==> config.mk <==
export PLATFORM = sky130hd
export DESIGN_NAME = ssw_top
export DESIGN_NICKNAME = d
export VERILOG_FILES = /design/src/shared/ssw_pkg.sv /design/src/ssw_wd.sv /design/src/ssw_top.sv
export SDC_FILE = /design/constraint.sdc
export NUM_CORES = 1
export LEC_CHECK = 0
export BUFFER_PORTS_ARGS = -buffer_cell sky130_fd_sc_hd__buf_4
export CAP_MARGIN = 30
export CELL_PAD_IN_SITES_DETAIL_PLACEMENT = 0
export CELL_PAD_IN_SITES_GLOBAL_PLACEMENT = 1
export CORE_ASPECT_RATIO = 0.6
export CORE_MARGIN = 2
export CORE_UTILIZATION = 42
export CTS_CLUSTER_SIZE = 24
export DETAILED_ROUTE_END_ITERATION = 12
export GPL_ROUTABILITY_DRIVEN = 0
export PLACE_DENSITY = 0.88
export SLEW_MARGIN = 15
export SYNTH_ARGS = -nofsm -noshare
export SYNTH_HDL_FRONTEND = slang
export SYNTH_HIERARCHICAL = 1
export SYNTH_SLANG_ARGS = --single-unit
export TNS_END_PERCENT = 5
==> constraint.sdc <==
create_clock -name clock_i -period 4.87 [get_ports clock_i]
set_input_delay 0.2435 -clock clock_i [delete_from_list [all_inputs] [get_ports clock_i]]
set_output_delay 0.2435 -clock clock_i [all_outputs]
set_load 0.01 [all_outputs]
==> src/shared/ssw_pkg.sv <==
package ssw_pkg;

   // register bus geometry
   localparam int ADDR_W = 12;
   localparam int DATA_W = 32;

   // register byte offsets
   localparam logic [11:0] DIV_OFS = 12'h400;
   localparam logic [11:0] LIT_OFS = 12'h410;
   localparam logic [11:0] SUT_OFS = 12'h420;
   localparam logic [11:0] CTRL_OFS = 12'h430;
   localparam logic [11:0] STAT_OFS = 12'h434;

   // reset values
   localparam logic [15:0] DIV_RST = 16'h09c2;
   localparam logic [15:0] LIT_RST = 16'h03e8;
   localparam logic [15:0] SUT_RST = 16'h03e8;

   // field positions
   localparam int CTRL_STATE_LSB = 0;
   localparam int STAT_STATE_LSB = 0;
   localparam int STAT_SU_TRIP_BIT = 4;
   localparam int STAT_LI_TRIP_BIT = 5;
   localparam int STAT_REJ_BIT = 8;

   // timebase: basic tick period and the offset added to the divider
   localparam int CLK_PERIOD_NS = 4;
   localparam int BASE_TICK_NS = 40;
   localparam int BASE_TICK_CYC = BASE_TICK_NS / CLK_PERIOD_NS;
   localparam logic [3:0] BASE_CNT_MAX = 4'(BASE_TICK_CYC - 1);
   localparam logic [16:0] DIV_ADD = 17'h00002;

   // bus responses
   localparam logic [1:0] RESP_OKAY = 2'h0;
   localparam logic [1:0] RESP_SLVERR = 2'h2;

   // slave state machine codes
   typedef enum logic [3:0] {
      ST_INIT = 4'b0001,
      ST_PREOP = 4'b0010,
      ST_BOOT = 4'b0011,
      ST_SAFEOP = 4'b0100,
      ST_OP = 4'b1000
   } ssw_state_e;

   // axi4-lite master to slave
   typedef struct packed {
      logic awvalid;
      logic [11:0] awaddr;
      logic wvalid;
      logic [31:0] wdata;
      logic [3:0] wstrb;
      logic bready;
      logic arvalid;
      logic [11:0] araddr;
      logic rready;
   } ssw_axi_req_s;

   // axi4-lite slave to master
   typedef struct packed {
      logic awready;
      logic wready;
      logic bvalid;
      logic [1:0] bresp;
      logic arready;
      logic rvalid;
      logic [31:0] rdata;
      logic [1:0] rresp;
   } ssw_axi_rsp_s;

endpackage

==> src/ssw_wd.sv <==
`timescale 1ns/10ps

// one watchdog timer counting shared ticks up to its own timeout
module ssw_wd (
   // clock and reset
   input wire logic clock_i,
   input wire logic rst_i,
   // timebase and activity
   input wire logic tick_i,
   input wire logic restart_i,
   input wire logic [15:0] timeout_i,
   // result
   output logic trip_o
);

   // whole state of the timer
   typedef struct packed {
      logic [15:0] cnt; // elapsed ticks since last restart
      logic trip; // timeout reached
   } ssw_wd_s;

   ssw_wd_s s_reg;
   ssw_wd_s s_next;

   // next state: restart wins over a tick arriving in the same cycle
   always_comb begin
      s_next = s_reg;
      if (restart_i) begin
         s_next.cnt = 16'h0000;
         s_next.trip = 1'b0;
      end else if (timeout_i == 16'h0000) begin
         // zero switches the timer off completely
         s_next.cnt = 16'h0000;
         s_next.trip = 1'b0;
      end else if (tick_i && !s_reg.trip) begin
         s_next.cnt = s_reg.cnt + 16'h0001;
         if (s_next.cnt >= timeout_i) begin
            s_next.trip = 1'b1;
         end
      end
   end

   // state register
   always_ff @(posedge clock_i or posedge rst_i) begin
      if (rst_i) begin
         s_reg <= '0;
      end else begin
         s_reg <= s_next;
      end
   end

   assign trip_o = s_reg.trip;

endmodule

==> src/ssw_top.sv <==
`timescale 1ns/10ps

// Operation
// - watchdog tick is multiplier plus 2 basic ticks
// - one multiplier feeds both watchdog timebases
// - each watchdog times out after its own ticks
// - multiplier resets to 2498, 100 us tick
// - sync-unit timeout resets to 1000 ticks
// - timeout 0..65535, multiplier 0..65535 accepted
// - sync-unit timeout clears live outputs
// - sync-unit timeout of zero disables watchdog
// - five states: init, preop, safeop, op, boot
// - power-on enters init, no mailbox, no data
// - init to preop needs good mailbox setup
// - preop allows mailbox, blocks process data
// - safeop entry from preop checks setup, copies inputs in the same cycle
// - safeop: traffic on, inputs cycle, outputs safe
// - disabled watchdog lets safeop drive outputs
// - op copies master data to outputs
// - boot reachable only from init
// - boot allows file transfer mailbox only
// - data access restarts watchdog, state kept
module ssw_top #(
   parameter int OUT_W = 8, // width of the physical outputs
   parameter int IN_W = 8 // width of the physical inputs
) (
   // clock and reset
   input wire logic clock_i,
   input wire logic rst_i,
   // register bus
   input wire ssw_pkg::ssw_axi_req_s axi_req_i,
   output ssw_pkg::ssw_axi_rsp_s axi_rsp_o,
   // configuration checks from the sync channel logic
   input wire logic mbx_cfg_ok_i,
   input wire logic pd_cfg_ok_i,
   // activity strobes
   input wire logic pd_access_i,
   input wire logic local_access_i,
   // process data
   input wire logic [OUT_W-1:0] out_data_i,
   input wire logic [IN_W-1:0] in_data_i,
   output logic [OUT_W-1:0] out_o,
   output logic [IN_W-1:0] in_snap_o,
   // state and traffic permissions
   output ssw_pkg::ssw_state_e state_o,
   output logic mbx_allow_o,
   output logic foe_only_o,
   output logic pd_allow_o,
   // watchdog flags
   output logic su_trip_o,
   output logic li_trip_o
);

   // whole state of the block
   typedef struct packed {
      ssw_pkg::ssw_state_e st; // slave state
      logic [15:0] div; // watchdog_tick_divider
      logic [15:0] lit; // local_interface_timeout
      logic [15:0] sut; // sync_unit_timeout
      logic [3:0] base_cnt; // clocks within one basic tick
      logic [16:0] div_cnt; // basic ticks within one watchdog tick
      logic wd_tick; // one-cycle watchdog tick
      logic rej; // sticky: a transition was refused
      logic aw_full; // write address held
      logic w_full; // write data held
      logic [11:0] awaddr;
      logic [31:0] wdata;
      logic [3:0] wstrb;
      ssw_pkg::ssw_axi_rsp_s rsp; // bus answer
      logic [OUT_W-1:0] outs; // physical outputs
      logic [IN_W-1:0] snap; // input copy in the shared memory area
      logic mbx_allow;
      logic foe_only;
      logic pd_allow;
   } ssw_top_s;

   ssw_top_s s_reg;
   ssw_top_s s_next;

   logic su_trip; // sync-unit watchdog fired
   logic li_trip; // local-interface watchdog fired
   logic su_restart;

   // address compare, used by both write and read decode
   function automatic logic hit(input logic [11:0] a, input logic [11:0] o);
      hit = (a[11:2] == o[11:2]);
   endfunction

   // merge the two low byte lanes of a write into a 16-bit register
   function automatic logic [15:0] merge16(input logic [15:0] old,
                                           input logic [31:0] d,
                                           input logic [3:0] be);
      logic [15:0] r;
      r = old;
      if (be[0]) begin
         r[7:0] = d[7:0];
      end
      if (be[1]) begin
         r[15:8] = d[15:8];
      end
      merge16 = r;
   endfunction

   // legal moves of the state machine; checks gate the two set-up steps
   function automatic logic allowed(input ssw_pkg::ssw_state_e cur,
                                    input logic [3:0] tgt,
                                    input logic mbx_ok,
                                    input logic pd_ok);
      logic ok;
      ok = 1'b0;
      if (tgt == ssw_pkg::ST_INIT) begin
         ok = 1'b1;
      end else begin
         case (cur)
            ssw_pkg::ST_INIT: begin
               ok = (tgt == ssw_pkg::ST_PREOP && mbx_ok)
                  || (tgt == ssw_pkg::ST_BOOT);
            end
            ssw_pkg::ST_PREOP: begin
               ok = (tgt == ssw_pkg::ST_PREOP)
                  || (tgt == ssw_pkg::ST_SAFEOP && pd_ok);
            end
            ssw_pkg::ST_SAFEOP: begin
               ok = (tgt == ssw_pkg::ST_PREOP)
                  || (tgt == ssw_pkg::ST_SAFEOP)
                  || (tgt == ssw_pkg::ST_OP);
            end
            ssw_pkg::ST_OP: begin
               ok = (tgt == ssw_pkg::ST_PREOP)
                  || (tgt == ssw_pkg::ST_SAFEOP)
                  || (tgt == ssw_pkg::ST_OP);
            end
            ssw_pkg::ST_BOOT: begin
               ok = (tgt == ssw_pkg::ST_BOOT);
            end
            default: begin
               ok = 1'b0;
            end
         endcase
      end
      allowed = ok;
   endfunction

   // only live outputs are guarded; elsewhere the timer is held at zero
   assign su_restart = pd_access_i || (s_reg.st != ssw_pkg::ST_OP);

   // sync-unit watchdog
   ssw_wd u_su_wd (
      .clock_i(clock_i),
      .rst_i(rst_i),
      .tick_i(s_reg.wd_tick),
      .restart_i(su_restart),
      .timeout_i(s_reg.sut),
      .trip_o(su_trip)
   );

   // local-interface watchdog, reported only
   ssw_wd u_li_wd (
      .clock_i(clock_i),
      .rst_i(rst_i),
      .tick_i(s_reg.wd_tick),
      .restart_i(local_access_i),
      .timeout_i(s_reg.lit),
      .trip_o(li_trip)
   );

   // next state of the whole block
   always_comb begin
      logic [31:0] rd_word;
      logic [1:0] rd_resp;
      logic [1:0] wr_resp;
      logic [3:0] tgt;
      logic req_go;
      rd_word = 32'h00000000;
      rd_resp = ssw_pkg::RESP_OKAY;
      wr_resp = ssw_pkg::RESP_OKAY;
      tgt = s_reg.wdata[ssw_pkg::CTRL_STATE_LSB +: 4];
      req_go = 1'b0;
      s_next = s_reg;

      // timebase: basic tick every BASE_TICK_CYC clocks
      s_next.wd_tick = 1'b0;
      if (s_reg.base_cnt == ssw_pkg::BASE_CNT_MAX) begin
         s_next.base_cnt = 4'h0;
         // >= so a smaller divider written mid-count cannot stall
         if ((s_reg.div_cnt + 17'h00001)
             >= ({1'b0, s_reg.div} + ssw_pkg::DIV_ADD)) begin
            s_next.div_cnt = 17'h00000;
            s_next.wd_tick = 1'b1;
         end else begin
            s_next.div_cnt = s_reg.div_cnt + 17'h00001;
         end
      end else begin
         s_next.base_cnt = s_reg.base_cnt + 4'h1;
      end

      // write channels are taken independently, in either order
      if (s_reg.rsp.awready && axi_req_i.awvalid) begin
         s_next.aw_full = 1'b1;
         s_next.awaddr = axi_req_i.awaddr;
      end
      if (s_reg.rsp.wready && axi_req_i.wvalid) begin
         s_next.w_full = 1'b1;
         s_next.wdata = axi_req_i.wdata;
         s_next.wstrb = axi_req_i.wstrb;
      end
      if (s_reg.rsp.bvalid && axi_req_i.bready) begin
         s_next.rsp.bvalid = 1'b0;
      end

      // clear of the refusal flag goes first so a new refusal wins
      if (s_reg.aw_full && s_reg.w_full && !s_reg.rsp.bvalid) begin
         s_next.aw_full = 1'b0;
         s_next.w_full = 1'b0;
         s_next.rsp.bvalid = 1'b1;
         if (hit(s_reg.awaddr, ssw_pkg::DIV_OFS)) begin
            s_next.div = merge16(s_reg.div, s_reg.wdata,
                                 s_reg.wstrb);
         end else if (hit(s_reg.awaddr, ssw_pkg::LIT_OFS)) begin
            s_next.lit = merge16(s_reg.lit, s_reg.wdata, s_reg.wstrb);
         end else if (hit(s_reg.awaddr, ssw_pkg::SUT_OFS)) begin
            s_next.sut = merge16(s_reg.sut, s_reg.wdata,
                                 s_reg.wstrb);
         end else if (hit(s_reg.awaddr, ssw_pkg::CTRL_OFS)) begin
            req_go = s_reg.wstrb[0];
         end else if (hit(s_reg.awaddr, ssw_pkg::STAT_OFS)) begin
            if (s_reg.wstrb[1] && s_reg.wdata[ssw_pkg::STAT_REJ_BIT]) begin
               s_next.rej = 1'b0;
            end
         end else begin
            wr_resp = ssw_pkg::RESP_SLVERR;
         end
         s_next.rsp.bresp = wr_resp;
      end

      // state request from software on behalf of the master
      if (req_go) begin
         if (allowed(s_reg.st, tgt, mbx_cfg_ok_i, pd_cfg_ok_i)) begin
            s_next.st = ssw_pkg::ssw_state_e'(tgt);
            if (tgt == ssw_pkg::ST_SAFEOP && s_reg.st == ssw_pkg::ST_PREOP)
            begin
               // inputs land in the same cycle as the new state
               s_next.snap = in_data_i;
            end
         end else begin
            s_next.rej = 1'b1;
         end
      end

      // read channel: one read answered at a time
      if (hit(axi_req_i.araddr, ssw_pkg::DIV_OFS)) begin
         rd_word = {16'h0000, s_reg.div};
      end else if (hit(axi_req_i.araddr, ssw_pkg::LIT_OFS)) begin
         rd_word = {16'h0000, s_reg.lit};
      end else if (hit(axi_req_i.araddr, ssw_pkg::SUT_OFS)) begin
         rd_word = {16'h0000, s_reg.sut};
      end else if (hit(axi_req_i.araddr, ssw_pkg::CTRL_OFS)) begin
         rd_word[ssw_pkg::CTRL_STATE_LSB +: 4] = s_reg.st;
      end else if (hit(axi_req_i.araddr, ssw_pkg::STAT_OFS)) begin
         rd_word[ssw_pkg::STAT_STATE_LSB +: 4] = s_reg.st;
         rd_word[ssw_pkg::STAT_SU_TRIP_BIT] = su_trip;
         rd_word[ssw_pkg::STAT_LI_TRIP_BIT] = li_trip;
         rd_word[ssw_pkg::STAT_REJ_BIT] = s_reg.rej;
      end else begin
         rd_resp = ssw_pkg::RESP_SLVERR;
      end
      if (s_reg.rsp.rvalid && axi_req_i.rready) begin
         s_next.rsp.rvalid = 1'b0;
      end
      if (s_reg.rsp.arready && axi_req_i.arvalid) begin
         s_next.rsp.rvalid = 1'b1;
         s_next.rsp.rdata = rd_word;
         s_next.rsp.rresp = rd_resp;
      end

      // readies follow the holding flags so nothing is overwritten
      s_next.rsp.awready = !s_next.aw_full;
      s_next.rsp.wready = !s_next.w_full;
      s_next.rsp.arready = !s_next.rsp.rvalid;

      // traffic permissions per state
      s_next.mbx_allow = (s_next.st != ssw_pkg::ST_INIT)
         && (s_next.st != ssw_pkg::ST_BOOT);
      s_next.foe_only = (s_next.st == ssw_pkg::ST_BOOT);
      s_next.pd_allow = (s_next.st == ssw_pkg::ST_SAFEOP)
         || (s_next.st == ssw_pkg::ST_OP);

      // inputs refresh every cycle while process data runs
      if (s_reg.st == ssw_pkg::ST_SAFEOP || s_reg.st == ssw_pkg::ST_OP)
      begin
         s_next.snap = in_data_i;
      end

      // outputs: a trip clears them but leaves the state alone
      case (s_reg.st)
         ssw_pkg::ST_OP: begin
            if (su_trip) begin
               s_next.outs = '0;
            end else begin
               s_next.outs = out_data_i;
            end
         end
         ssw_pkg::ST_SAFEOP: begin
            if (s_reg.sut == 16'h0000) begin
               s_next.outs = out_data_i;
            end else begin
               s_next.outs = '0;
            end
         end
         default: begin
            s_next.outs = '0;
         end
      endcase
   end

   // state register; resets into init with documented timing values
   always_ff @(posedge clock_i or posedge rst_i) begin
      if (rst_i) begin
         s_reg <= '0;
         s_reg.st <= ssw_pkg::ST_INIT;
         s_reg.div <= ssw_pkg::DIV_RST;
         s_reg.lit <= ssw_pkg::LIT_RST;
         s_reg.sut <= ssw_pkg::SUT_RST;
         s_reg.rsp.awready <= 1'b1;
         s_reg.rsp.wready <= 1'b1;
         s_reg.rsp.arready <= 1'b1;
      end else begin
         s_reg <= s_next;
      end
   end

   // ports straight from flip-flops
   assign axi_rsp_o = s_reg.rsp;
   assign out_o = s_reg.outs;
   assign in_snap_o = s_reg.snap;
   assign state_o = s_reg.st;
   assign mbx_allow_o = s_reg.mbx_allow;
   assign foe_only_o = s_reg.foe_only;
   assign pd_allow_o = s_reg.pd_allow;
   assign su_trip_o = su_trip;
   assign li_trip_o = li_trip;

endmodule

==> impl_metrics.yaml <==
grt:
  grt_pass1_vias: 7605
  grt_usage_pct: 19.9
  grt_pass1_wl_mm: 41.2
  overflow: 0
  grt_max_degree: 102
  antenna_found_initial: 0
layout:
  ff_latch_area_um2: 4560
  area_delta_synth_final_pct: 14.7
  largest_reg_flops: 101
  final_nets: 1260
  multi_input_area_um2: 5340
  n_antenna_cell: 0
  final_cell_area_um2: 12200
  fillers: 2280
  drive_above_1_share_pct: 25.6
detailed_routing:
  vias: 7887
  antenna_left: 0
  wire_per_inst_um: 17.3
  met3WireLength_mm: 2.34
  routed_wl_mm: 25.3
  drt_iter0_markers: 610
  first_pass_iters: 7
  drc: 0
  met1_length_mm: 12.5
  viasPerCell: 5.39
  topRoutingLayerUsed: "met4"
  met2_length_mm: 10.1
power:
  max-vdd-ir-drop_mv: 0.344
  p_int_uw: 2790
  pwr-share-clk_pct: 35.3
  pwr-share-comb_pct: 16.0
  power_density_nw_per_um2: 325
  p_sw_uw: 1170
  leakagePower_uw: 0.00549
  switching_share_pct: 29.5
  seqPwrFrac_pct: 48.7
die:
  die-area_um2: 26600
  num_io_pins: 153
  placementRows: 45
  die_w_um: 209
  initial_utilization_pct: 42.4
  coreArea_um2: 25100
  die_h_um: 127
cts:
  numCtsBuffers: 17
  cts_buffer_depth: 2
  htreeDepth: 4
  clockRootBuffer: "clkbuf_16"
  clkTransAtPathRegs_ps: 70
  numClockSinks: 181
  cts_resized: 0
  clock_latency_ps: 450
  cts_tree: "yes"
worst_setup_path:
  worstPathCellList: "and3_1, and2_1, nand4_1, nor2_1, nand3_1, xor2_1, ha_1, and2_0, a221o_1, a21oi_1, o211ai_1, or2_2, o31ai_1"
  crit_slowest_cell: "or2_2"
  path_max_fanout: 7
  crit_path_max_incr_delay_ps: 470
  r2r_slack_ps: 1200
  start_kind: "register"
  rr_worst_depth: 13
  reg2reg_from: "s_reg[168]"
  worstPathArrival_ps: 4010
  cp.required_ps: 5210
  path_delay_family: "simple AND/OR/NAND/NOR gates"
  r2r_end: "s_reg[119]"
  end_kind: "register"
  worst-setup-path-type: "register to register"
  crit_buf_inv: 0
logic_synthesis:
  synth_edf_count: 0
  synth.distinct_cells: 65
  ys_ff_latch: 181
  synthCells: 1046
  synthFlopType: "dfrtp_1"
  syn-cell-area_um2: 10600
  yosysWarnings: 6
  yosysSeqAreaShare_pct: 42.9
  avgSynthCellArea_um2: 10.2
  synth_top_cell_area_share_pct: 37.7
  synthTopCellsByArea: "dfrtp_1 38%, mux2_2 8.7%, ha_1 6.2%"
  synth_top_area_cell: "dfrtp_1"
  synth_common_cells: "160 x dfrtp_1, 86 x nand2_1, 82 x mux2_2"
  synthArstFlopShare_pct: 100
  synth.most_common_cell: "dfrtp_1"
sta:
  fmax_mhz: 273
  rsz0062_at_grt: "false"
  period_minus_slack_ps: 3670
  skew_ps: 7.41
  maxSlewViolCount: 0
  hold_viol: 0
  tightest_slew_ps: 737
  tns_ps: 0
  relSlewSlack_pct: 50.7
  setup_viol: 0
  post-route-period-util_pct: 75.3
hold_path:
  holdPathEnd: "s_reg[69]"
  min_path_type: "primary input to register"
  min_path_cells: 2
  min_from: "axi_req_i[24]"
place:
  place_area_um2: 11400
  dpl.hpwl_mm: 18.7
  port_buffers: 112
job:
  drv_cap: 0
status:
  status: "completed"
==> worst register-to-register path, stage by stage (launching register included) <==
cell and delay, ps:
dfrtp_1 440, and3_1 200, and2_1 170, nand4_1 240, nor2_1 260, nand3_1 130
xor2_1 160, ha_1 290, and2_0 180, a221o_1 300, a21oi_1 150, o211ai_1 280
or2_2 470, o31ai_1 280
==> final cells by class <==
| cell class | instances | area share, % |
|---|---|---|
| Timing Repair Buffer | 136 | 9.06 |
| Sequential cell | 181 | 37.4 |
| Clock buffer | 19 | 3.64 |
| Multi-Input combinational cell | 738 | 43.8 |
| Inverter | 46 | 1.46 |
| Tap cell | 329 | 3.38 |
| Clock inverter | 13 | 1.23 |
==> routing by layer <==
metal  vias to the layer above  track usage (%)
li1                       3770                -
met3                        24             7.45
met1                      3849             29.5
met5                         -                0
met2                       244             26.7
met4                         0             5.25
==> how the worst max path moves through the flow <==
stage	startpoint	endpoint	slack, ps	cells after the start
2_1_floorplan	rst_i	axi_rsp_o[10]	710	1
3_3_place_gp	s_reg[114]	s_reg[117]	1210	10
3_5_place_dp	s_reg[168]	s_reg[119]	1040	13
4_1_cts	s_reg[168]	s_reg[119]	1010	13
5_1_grt	s_reg[168]	s_reg[119]	1010	13
6_report	s_reg[168]	s_reg[119]	1200	13
==> power groups by stage <==
| stage | registers (µW) | logic [µW] | clock network (µW) |
|---|---|---|---|
| 2_1_floorplan | 1800 | 565 | 0 |
| 3_3_place_gp | 1940 | 594 | 0 |
| 3_5_place_dp | 1950 | 616 | 0 |
| 4_1_cts | 1920 | 631 | 1430 |
| 5_1_grt | 1950 | 707 | 1500 |
| 6_report | 1930 | 634 | 1400 |
==> per-stage QoR <==
step           setup slack, ps  utilization (%)  hold slack (ps)  std cells  power, µW
3_5_place_dp              1040             45.4              422       1411       2570
3_3_place_gp              1210             45.3              415       1410       2540
4_1_cts                   1010             48.4            0.864       1458       3990
2_1_floorplan              710                -              170       1063       2360
5_1_grt                   1010             48.6             2.13       1462       4160
6_report                  1200             48.6             22.8       1462       3960
==> cells in the final DEF (no fill, tap or decap), types with 20 or more instances in the layout <==
| cell | n |
|---|---|
| a21oi_1 | 42 |
| buf_4 | 117 |
| dfrtp_1 | 160 |
| dfstp_2 | 21 |
| ha_1 | 53 |
| inv_1 | 45 |
| mux2_2 | 82 |
| nand2_1 | 86 |
| nand3_1 | 29 |
| nor2_1 | 65 |
| nor4_1 | 20 |
| o21ai_0 | 48 |
| or3_1 | 20 |
| xnor2_1 | 36 |
| xor2_1 | 38 |
==> cells by family after synthesis <==
group / Yosys count / share of synthesized area, %
and+or+nand+nor: 345 / 17.6
DFF: 181 / 42.9
AOI/OAI and AO/OA: 146 / 8.68
buffers and inverters: 144 / 7.49
muxes: 102 / 11.0
xor gates and xnor gates: 74 / 6.10
adders and majority gates: 53 / 6.24
other: 1 / 0.0353
==> timing repair <==
action	CTS	global route
endpoints found under the hold margin	48	0
setup buffers	0	0
hold buffers	15	0
setup endpoints to repair	0	0
Note: power is estimated with default switching activity, not from simulation.
